$ cat config.mk
export PLATFORM = sky130hd
export DESIGN_NAME = adcc_ctrl
export DESIGN_NICKNAME = d
export VERILOG_FILES = /design/src/include/adcc_pkg.sv /design/src/adcc_ctrl.sv /design/src/adcc_sync.sv
export SDC_FILE = /design/constraint.sdc
export NUM_CORES = 1
export LEC_CHECK = 0
export BUFFER_PORTS_ARGS = -buffer_cell sky130_fd_sc_hd__buf_2
export CAP_MARGIN = 20
export CELL_PAD_IN_SITES_DETAIL_PLACEMENT = 0
export CELL_PAD_IN_SITES_GLOBAL_PLACEMENT = 1
export CORE_MARGIN = 1
export CORE_UTILIZATION = 25
export DETAILED_ROUTE_END_ITERATION = 8
export GPL_ROUTABILITY_DRIVEN = 0
export PLACE_DENSITY = 0.64
export SLEW_MARGIN = 40
export SYNTH_ARGS = -nofsm -noshare
export SYNTH_HDL_FRONTEND = slang
export SYNTH_SLANG_ARGS = --single-unit
$ cat constraint.sdc
create_clock -name clk -period 6.15 [get_ports clk]
set_input_delay 0 -clock clk [delete_from_list [all_inputs] [get_ports clk]]
set_output_delay 0 -clock clk [all_outputs]
set_load 0.01 [all_outputs]
$ cat src/include/adcc_pkg.sv
// Notes on behaviour
// - six start triggers: software, four timers, pin
// - completion sets flag, interrupts when enabled
// - full 10-bit result captured in one update
// - window compare interrupts inside or outside range
// - background mode interrupts only on window hit
// - positive and negative inputs chosen independently
// - temperature sensor and supply are selectable inputs
// - shutdown disables converter, no conversions run
// - starts spaced for at most 200 ksps
package adcc_pkg;

   // data and selector widths
   localparam int DATA_W = 10;
   localparam int MUX_W = 5;

   // start source encodings
   localparam logic [2:0] SRC_SW = 3'h0;
   localparam logic [2:0] SRC_T0 = 3'h1;
   localparam logic [2:0] SRC_T1 = 3'h2;
   localparam logic [2:0] SRC_T2 = 3'h3;
   localparam logic [2:0] SRC_T3 = 3'h4;
   localparam logic [2:0] SRC_EXT = 3'h5;

   // special multiplexer codes; lower codes are port pins
   localparam logic [4:0] MUX_TEMP = 5'h1E;
   localparam logic [4:0] MUX_VDD = 5'h1F;
   localparam logic [4:0] NEG_GND = 5'h1F;

   // reset values
   localparam logic [9:0] RESULT_RST = 10'h000;
   localparam logic [4:0] MUX_RST = 5'h1F;

   // sample period at the top rate, rounded up to whole cycles
   localparam int CLK_NS = 10;
   localparam int SAMPLE_NS = 5000;
   localparam int SAMPLE_CYC = (SAMPLE_NS + CLK_NS - 1) / CLK_NS;

   // sequencer states
   typedef enum logic {
      ST_IDLE,
      ST_CONV
   } adcc_state_t;

endpackage

$ cat src/adcc_ctrl.sv
`timescale 1ns/1ps
`default_nettype none
module adcc_ctrl (
   // clock, reset, enable
   input wire logic clk,
   input wire logic nrst,
   input wire logic ce,
   // software control
   input wire logic sw_start,
   input wire logic [2:0] start_sel,
   input wire logic [4:0] pos_sel,
   input wire logic [4:0] neg_sel,
   input wire logic shutdown,
   input wire logic bg_mode,
   input wire logic done_int_en,
   input wire logic win_int_en,
   input wire logic win_inside,
   input wire logic [9:0] win_lo,
   input wire logic [9:0] win_hi,
   input wire logic done_clr,
   input wire logic win_clr,
   // trigger sources
   input wire logic [3:0] timer_ovf,
   input wire logic ext_start_pin,
   // converter core
   output logic conv_start,
   output logic core_en,
   output logic [4:0] mux_pos,
   output logic [4:0] mux_neg,
   input wire logic core_done,
   input wire logic [9:0] core_data,
   // status
   output logic [9:0] result,
   output logic done_flag,
   output logic win_flag,
   output logic busy,
   output logic irq
);

   adcc_pkg::adcc_state_t st_r;
   logic ext_s;
   logic ext_prev_r;
   logic ext_rise;
   logic trig_sel;
   logic launch;
   logic capture;
   logic win_hit;
   logic [9:0] gap_cnt_r;

   // start pin comes from outside, so it is synchronised first
   adcc_sync #(.W(1)) u_ext_sync (
      .clk(clk),
      .nrst(nrst),
      .ce(ce),
      .d(ext_start_pin),
      .q(ext_s)
   );

   // edge detect on the synchronised copy only
   always_ff @(posedge clk or negedge nrst) begin
      if (!nrst) begin
         ext_prev_r <= 1'b0;
      end else if (ce) begin
         ext_prev_r <= ext_s;
      end
   end

   assign ext_rise = ext_s & ~ext_prev_r;

   // pick the one trigger that software selected
   always_comb begin
      case (start_sel)
         adcc_pkg::SRC_SW: trig_sel = sw_start;
         adcc_pkg::SRC_T0: trig_sel = timer_ovf[0];
         adcc_pkg::SRC_T1: trig_sel = timer_ovf[1];
         adcc_pkg::SRC_T2: trig_sel = timer_ovf[2];
         adcc_pkg::SRC_T3: trig_sel = timer_ovf[3];
         adcc_pkg::SRC_EXT: trig_sel = ext_rise;
         default: trig_sel = 1'b0;
      endcase
   end

   // a trigger while busy, shut down or too soon is dropped, not queued
   assign launch = ce && (st_r == adcc_pkg::ST_IDLE) && !shutdown && trig_sel
                   && (gap_cnt_r == 10'h000);
   assign capture = ce && (st_r == adcc_pkg::ST_CONV) && core_done && !shutdown;

   // sequencer; shutdown aborts a conversion in flight
   always_ff @(posedge clk or negedge nrst) begin
      if (!nrst) begin
         st_r <= adcc_pkg::ST_IDLE;
      end else if (ce) begin
         case (st_r)
            adcc_pkg::ST_IDLE: begin
               if (launch) begin
                  st_r <= adcc_pkg::ST_CONV;
               end
            end
            adcc_pkg::ST_CONV: begin
               if (shutdown || core_done) begin
                  st_r <= adcc_pkg::ST_IDLE;
               end
            end
            default: st_r <= adcc_pkg::ST_IDLE;
         endcase
      end
   end

   // start-to-start spacing; faster rates are not needed
   always_ff @(posedge clk or negedge nrst) begin
      if (!nrst) begin
         gap_cnt_r <= 10'h000;
      end else if (ce) begin
         if (launch) begin
            gap_cnt_r <= 10'(adcc_pkg::SAMPLE_CYC - 1);
         end else if (gap_cnt_r != 10'h000) begin
            gap_cnt_r <= gap_cnt_r - 10'h001;
         end
      end
   end

   // one-cycle start pulse and power enable to the core
   always_ff @(posedge clk or negedge nrst) begin
      if (!nrst) begin
         conv_start <= 1'b0;
         core_en <= 1'b0;
      end else if (ce) begin
         conv_start <= launch;
         core_en <= !shutdown;
      end
   end

   // selects follow software only while idle, so they hold during a conversion
   always_ff @(posedge clk or negedge nrst) begin
      if (!nrst) begin
         mux_pos <= adcc_pkg::MUX_RST;
         mux_neg <= adcc_pkg::MUX_RST;
      end else if (ce && st_r == adcc_pkg::ST_IDLE && !launch) begin
         mux_pos <= pos_sel;
         mux_neg <= neg_sel;
      end
   end

   // whole word latched in one edge, never half-updated
   always_ff @(posedge clk or negedge nrst) begin
      if (!nrst) begin
         result <= adcc_pkg::RESULT_RST;
      end else if (capture) begin
         result <= core_data;
      end
   end

   // window test on the fresh data
   always_comb begin
      if (win_inside) begin
         win_hit = (core_data >= win_lo) && (core_data <= win_hi);
      end else begin
         win_hit = (core_data < win_lo) || (core_data > win_hi);
      end
   end

   // sticky flags; a set in the clear cycle wins
   always_ff @(posedge clk or negedge nrst) begin
      if (!nrst) begin
         done_flag <= 1'b0;
         win_flag <= 1'b0;
      end else if (ce) begin
         if (capture) begin
            done_flag <= 1'b1;
         end else if (done_clr) begin
            done_flag <= 1'b0;
         end
         if (capture && win_hit) begin
            win_flag <= 1'b1;
         end else if (win_clr) begin
            win_flag <= 1'b0;
         end
      end
   end

   // background mode silences completion, leaves the window path
   assign irq = (done_flag && done_int_en && !bg_mode)
                || (win_flag && win_int_en);
   assign busy = (st_r == adcc_pkg::ST_CONV);

   a_start_source: assert property (@(posedge clk) disable iff (!nrst)
      conv_start |-> $past(trig_sel) && $past(st_r) == adcc_pkg::ST_IDLE)
      else $error("start without selected trigger while idle");

   a_launch_pulse: assert property (@(posedge clk) disable iff (!nrst)
      launch |=> conv_start && busy)
      else $error("selected trigger did not start a conversion");

   a_done_capture: assert property (@(posedge clk) disable iff (!nrst)
      capture |=> done_flag && result == $past(core_data))
      else $error("result or completion flag not captured");

   a_done_irq: assert property (@(posedge clk) disable iff (!nrst)
      capture && done_int_en && !bg_mode ##1 done_int_en && !bg_mode |-> irq)
      else $error("completion interrupt missing");

   a_bg_quiet: assert property (@(posedge clk) disable iff (!nrst)
      bg_mode && !(win_flag && win_int_en) |-> !irq)
      else $error("background mode interrupted without window hit");

   a_win_inside: assert property (@(posedge clk) disable iff (!nrst)
      capture && win_inside && core_data >= win_lo && core_data <= win_hi
      |=> win_flag)
      else $error("inside-range hit not flagged");

   a_win_outside: assert property (@(posedge clk) disable iff (!nrst)
      capture && !win_inside && core_data >= win_lo && core_data <= win_hi
      && !win_flag && !win_clr |=> !win_flag)
      else $error("outside mode flagged an in-range result");

   a_mux_hold: assert property (@(posedge clk) disable iff (!nrst)
      busy && $past(busy) |-> $stable(mux_pos) && $stable(mux_neg))
      else $error("input selects changed during conversion");

   // sampled reset in the antecedent keeps the release edge, which still resets, out
   a_mux_follow: assert property (@(posedge clk) disable iff (!nrst)
      nrst && ce && !busy && !launch
      |=> mux_pos == $past(pos_sel) && mux_neg == $past(neg_sel))
      else $error("input selects did not follow software");

   a_shut_idle: assert property (@(posedge clk) disable iff (!nrst)
      ce && shutdown |=> !core_en && !conv_start && !busy)
      else $error("converter active while shut down");

   a_gap_min: assert property (@(posedge clk) disable iff (!nrst)
      conv_start |-> gap_cnt_r == 10'(adcc_pkg::SAMPLE_CYC - 1) ##1 !conv_start [*8])
      else $error("conversion starts spaced too closely");

   a_busy_ignore: assert property (@(posedge clk) disable iff (!nrst)
      busy |=> !conv_start)
      else $error("trigger accepted while busy");

endmodule
`default_nettype wire

$ cat src/adcc_sync.sv
`timescale 1ns/1ps
`default_nettype none
module adcc_sync #(
   parameter int W = 1
) (
   // clock, reset and enable
   input wire logic clk,
   input wire logic nrst,
   input wire logic ce,
   // asynchronous input and its synchronised copy
   input wire logic [W-1:0] d,
   output logic [W-1:0] q
);

   logic [W-1:0] meta_r;

   // two flops; first is read only by the second
   always_ff @(posedge clk or negedge nrst) begin
      if (!nrst) begin
         meta_r <= '0;
         q <= '0;
      end else if (ce) begin
         meta_r <= d;
         q <= meta_r;
      end
   end

endmodule
`default_nettype wire

# Yosys cells after proc, flatten, opt, wreduce, memory -nomap -nowiden
# Index checks and enable logic that the tools add are counted.
# word_totals
in_bits,60
out_inout_bits,26
elab_cells,64
ff_bits,38
# op_classes
n_eq_ne,5
mux,11
n_bitwise,3
n_lt_le_gt_ge,4
add_sub_neg,1
reduce_logical,28
# op_table
op,count
two-way mux 10 bit,2
logical AND 1 bit,13
greater-or-equal comparator 10 bit,1
> comparator 10 bit,1
<= comparator 10 bit,1
zero test 10 bit,1
< comparator 10 bit,1
nonzero test 10 bit,1
"subtractor 10 x 1 -> 10 bit, second input constant",1
two-way mux 1 bit,7
"== test 3 x 2 -> 1 bit, second input constant",2
"== test 3 bit, second input constant",2
case mux 1 bit (6 select lines),1
AND reduction 2 bit,3
nonzero test 2 bit,3
"== test 3 x 1 -> 1 bit, second input constant",1
zero test 1 bit,3
zero test 3 bit,1
logical OR 1 bit,3
NOT 1 bit,2
case mux 1 bit (2 select lines),1
bitwise AND 1 bit,1

# Depth between registers and ports, before layout
# logic_depth
ltp_word,7
ltp_mapped,8
mapped_depth_nobuf,8

# Cells and area by module
# Synthesis repeated with hierarchy kept, for this count alone.
# hier_totals
cells_unflattened,202
hier_area_um2,2258.4
# modules_own_cells
mod,area_per_inst_um2,instances,cells_each,seq_area_each_um2
adcc_ctrl,2185.8,1,198,913.4
adcc_sync,72.6,1,4,50.0

# Worst setup path after synthesis
# Ideal clock, no wire load.
# synth_path
kind,reg2reg
startpoint,register gap_cnt_r[0]
endpoint,register gap_cnt_r[9]
n_path_buf,0
setup_slack_ps,4070
t_arrival_ps,1955
synth_period_minus_slack_ps,2080
stages_incl_launch_ff,8
required_time_ps,6025
path_cell_list,dfrtp_1 > inv_1 > ha_1 > or4b_4 > nor3b_2 > nor2_1 > o2111ai_1 > mux2_2
# synth_between
elab_chain_len,4
elab_cells_between_ends,8
classes_between,add/sub (1); mux (2); reduce/logical (5)
# synth_lines
element,line,text
start: declaration,adcc_ctrl.sv:48,logic [9:0] gap_cnt_r;
start signal: assignment,adcc_ctrl.sv:115,gap_cnt_r <= 10'(adcc_pkg::SAMPLE_CYC - 1);
start signal: assignment,adcc_ctrl.sv:117,gap_cnt_r <= gap_cnt_r - 10'h001;
"parallel branches: the longest is 4 deep, another holds subtractor 10 x 1 -> 10 bit",n/a,
# Several ways; the timed one is not identified. The select of a mux whose other input is x is not followed.
# A chain may end at the register's enable or synchronous reset.

# Worst setup path in the final report
# layout_path
startpoint,register gap_cnt_r[0]
endpoint,register mux_pos[3]
# layout_between
elab_chain_len,4
# layout_lines
element,line,text
zero test 10 bit,adcc_ctrl.sv:85,&& (gap_cnt_r == 10'h000);
logical AND 1 bit,adcc_ctrl.sv:85,
zero test 1 bit,adcc_ctrl.sv:138,end else if (ce && st_r == adcc_pkg::ST_IDLE && !launch) begin
logical AND 1 bit,adcc_ctrl.sv:138,
end signal: assignment,adcc_ctrl.sv:136,mux_pos <= adcc_pkg::MUX_RST;
end signal: assignment,adcc_ctrl.sv:139,mux_pos <= pos_sel;
end: declaration,adcc_ctrl.sv:28,"output logic [4:0] mux_pos,"
# Every way passes these cells.

==> flow_metrics.py <==
metrics = {
    "drt": {
        "drc_errors": 0,
        "routed-wl-met3_um": 330,
        "wl_met1_um": 2290,
        "antenna_left": 0,
        "num_vias": 1873,
        "post_drt_wl_per_cell_um": 12.3,
        "dr.max_layer_used": "met4",
        "drt_iter0_drc": 31,
        "vias_per_cell": 4.46,
        "drtPass1Iterations": 4,
        "drt_wl_total_um": 5180,
        "wl_met2_um": 2470,
    },
    "global_routing": {
        "overflow": 0,
        "antenna_found_initial": 0,
        "grt_pass1_wl_um": 8890,
        "grt_pass1_vias": 1979,
        "grt_max_degree": 39,
        "grt_use_total_pct": 12.7,
    },
    "sta": {
        "fin_ws_ns": 3.78,
        "hold_violations": 0,
        "slew_headroom_pct": 54.9,
        "whs_ns": 0.0156,
        "worst_pin_slew_ns": 0.673,
        "rsz0062_at_grt": "no",
        "skew_ns": 0.00998,
        "maxClockFrequency_mhz": 423,
        "fin_crit_sh_pct": 38.5,
        "fin_crit_ns": 2.37,
        "final.setup.tns_ns": 0,
        "finalSetupViolCount": 0,
        "slew_violations": 0,
    },
    "clocking": {
        "clkLatencyLatePin_ns": 0.29,
        "clock-sinks": 38,
        "cts-root-buf": "clkbuf_8",
        "clockBufferDepth": 2,
        "cts_setup_buffers": 0,
        "cts_htree_levels": 2,
        "tritoncts": "done",
        "cts.hold.buffers_added": 24,
        "cts.clk_slew.worst_paths_ns": 0.08,
        "cts_buffers": 5,
        "cts.repair.resized": 0,
    },
    "synth": {
        "synth_fp_nets": 282,
        "ys_top_cells_by_count": "dfrtp_1 (28), mux2_2 (25), inv_1 (23)",
        "synth.largest_area_cell": "dfrtp_1",
        "yosysSeqAreaShare_pct": 43.9,
        "synth_ff_type": "dfrtp_1",
        "synth_top_area_share_pct": 32.0,
        "async_reset_ff_share_pct": 100,
        "ys_types": 42,
        "postSynthCellCount": 201,
        "synth.area.top_cells": "dfrtp_1 (32%), mux2_2 (13%), dfstp_2 (12%)",
        "ys_ff_latch": 38,
        "synth_area_um2": 2190,
        "synth_edf_count": 0,
        "yosys_warnings": 0,
        "synth.most_common_cell": "dfrtp_1",
        "synth.avg_cell_area_um2": 10.9,
    },
    "flow_run": {
        "drv_cap": 0,
    },
    "layout": {
        "drive_above_1_share_pct": 42.2,
        "diodes": 0,
        "fillCellCount": 869,
        "areaGrowthSynthToFinish_pct": 42.1,
        "final_cell_area_um2": 3110,
        "utilization_pct": 37.3,
        "final_net_count": 395,
        "finalNonFillerCells": 420,
    },
    "critical_path": {
        "cp.arrival_ns": 2.59,
        "worst_setup_path_end_kind": "flip-flop",
        "cp-start-kind": "flip-flop",
        "crit_type": "flip-flop to flip-flop",
        "worst-path-max-fanout": 10,
        "crit_required_ns": 6.37,
    },
    "min_path": {
        "hold_class": "input pin to flip-flop",
    },
    "placed_design": {
        "placed_area_um2": 2730,
        "dpl_worst_slack_ns": 3.80,
        "dp.cells": 388,
        "portBuffers": 85,
        "hpwl_um": 4080,
    },
    "floorplan": {
        "die_h_um": 95.6,
        "coreArea_um2": 8340,
        "die_w_um": 95.6,
        "ios": 86,
        "rows": 33,
        "dieArea_um2": 9150,
        "start_util_pct": 26.3,
    },
    "power": {
        "power.density_nw_per_um2": 242,
        "finalPower_mw": 0.755,
        "p_leak_nw": 1.63,
        "vdd_drop_max_mv": 0.126,
    },
    "run_status": {
        "outcome": "completed",
    },
}
==> kinds of logic (layout without fill, tap and decap cells) <==
| group | after synthesis | after routing | synth area share (%) |
|---|---|---|---|
| AND/OR/NAND/NOR | 52 | 52 | 13.2 |
| flip-flops | 38 | 38 | 43.9 |
| AO/OA/AOI/OAI | 33 | 33 | 9.93 |
| multiplexers | 30 | 30 | 15.7 |
| buffers and inverters | 26 | 140 | 4.85 |
| adder cells (fa/ha/maj) | 21 | 21 | 12.0 |
| XOR/XNOR | 1 | 1 | 0.400 |
==> cell type report <==
cell class / count / area [um2] / area share (%)
Multi-Input combinational cell: 137 / 1120 / 36.0
Timing Repair Buffer: 109 / 668 / 21.5
Tap cell: 105 / 131 / 4.22
Sequential cell: 38 / 963 / 30.9
Inverter: 23 / 86.3 / 2.77
Clock buffer: 6 / 82.6 / 2.65
Clock inverter: 2 / 60.1 / 1.93
==> flip-flops by register name, indices dropped and copies added, names as in the netlist <==
| signal | flops |
|---|---|
| gap_cnt_r | 10 |
| result | 10 |
| mux_neg | 5 |
| mux_pos | 5 |
| busy | 1 |
| conv_start | 1 |
| core_en | 1 |
| done_flag | 1 |
| ext_prev_r | 1 |
| u_ext_sync.meta_r | 1 |
| u_ext_sync.q | 1 |
| win_flag | 1 |
==> power by group <==
group	total, mW	switching (mW)	leakage, nW	internal, mW
clock	0.265	0.0917	0.0714	0.173
combinational	0.161	0.0740	1.09	0.0868
sequential	0.329	0.0350	0.468	0.294
==> cell usage in the layout, fill, tap and decap left out, types with 2 or more instances in the layout <==
cell type,count
o21a_1,2
o21ai_0,8
o211ai_1,2
ha_1,21
inv_1,23
mux2_2,25
and3_1,3
dlygate4sd3_1,24
nand3_1,3
o2111ai_1,2
a21o_1,4
mux2i_1,4
nor2_1,15
buf_2,84
dfrtp_1,28
nor3_1,4
dfstp_2,10
nand2b_1,2
clkbuf_8,6
bufinv_16,2
a21oi_1,8
nand4_1,3
nand2_1,11
==> critical path: stages, from the launching register on <==
cell and delay, ns:
dfrtp_1 0.38, inv_1 0.09, ha_1 0.21, or4b_4 0.51, nor3b_2 0.23, and3_1 0.46, nor2_8 0.11, mux2_2 0.30
==> final timing paths <==
kind | startpoint | endpoint | slack [ns] | cells past startpoint
worst max-delay path | gap_cnt_r[0]$_DFFE_PN0P_ | mux_pos[3]$_DFFE_PN1P_ | 3.78 | 7
worst min-delay path | win_clr | win_flag$_DFFE_PN0P_ | 0.02 | 4
worst max register to register | gap_cnt_r[0]$_DFFE_PN0P_ | mux_pos[3]$_DFFE_PN1P_ | 3.78 | 7
worst min register to register | gap_cnt_r[8]$_DFFE_PN0P_ | gap_cnt_r[8]$_DFFE_PN0P_ | 0.48 | 1
max in group asynchronous | nrst | mux_neg[1]$_DFFE_PN1P_ | 5.56 | 2
min in group asynchronous | nrst | core_en$_DFFE_PN0P_ | 0.22 | 2
==> layer usage <==
layer / vias up / track usage, %
met5: - / 0
met4: 0 / 3.98
met3: 8 / 3.67
met2: 56 / 21.9
met1: 867 / 15.2
li1: 942 / -
(Power assumes the default switching activity.)
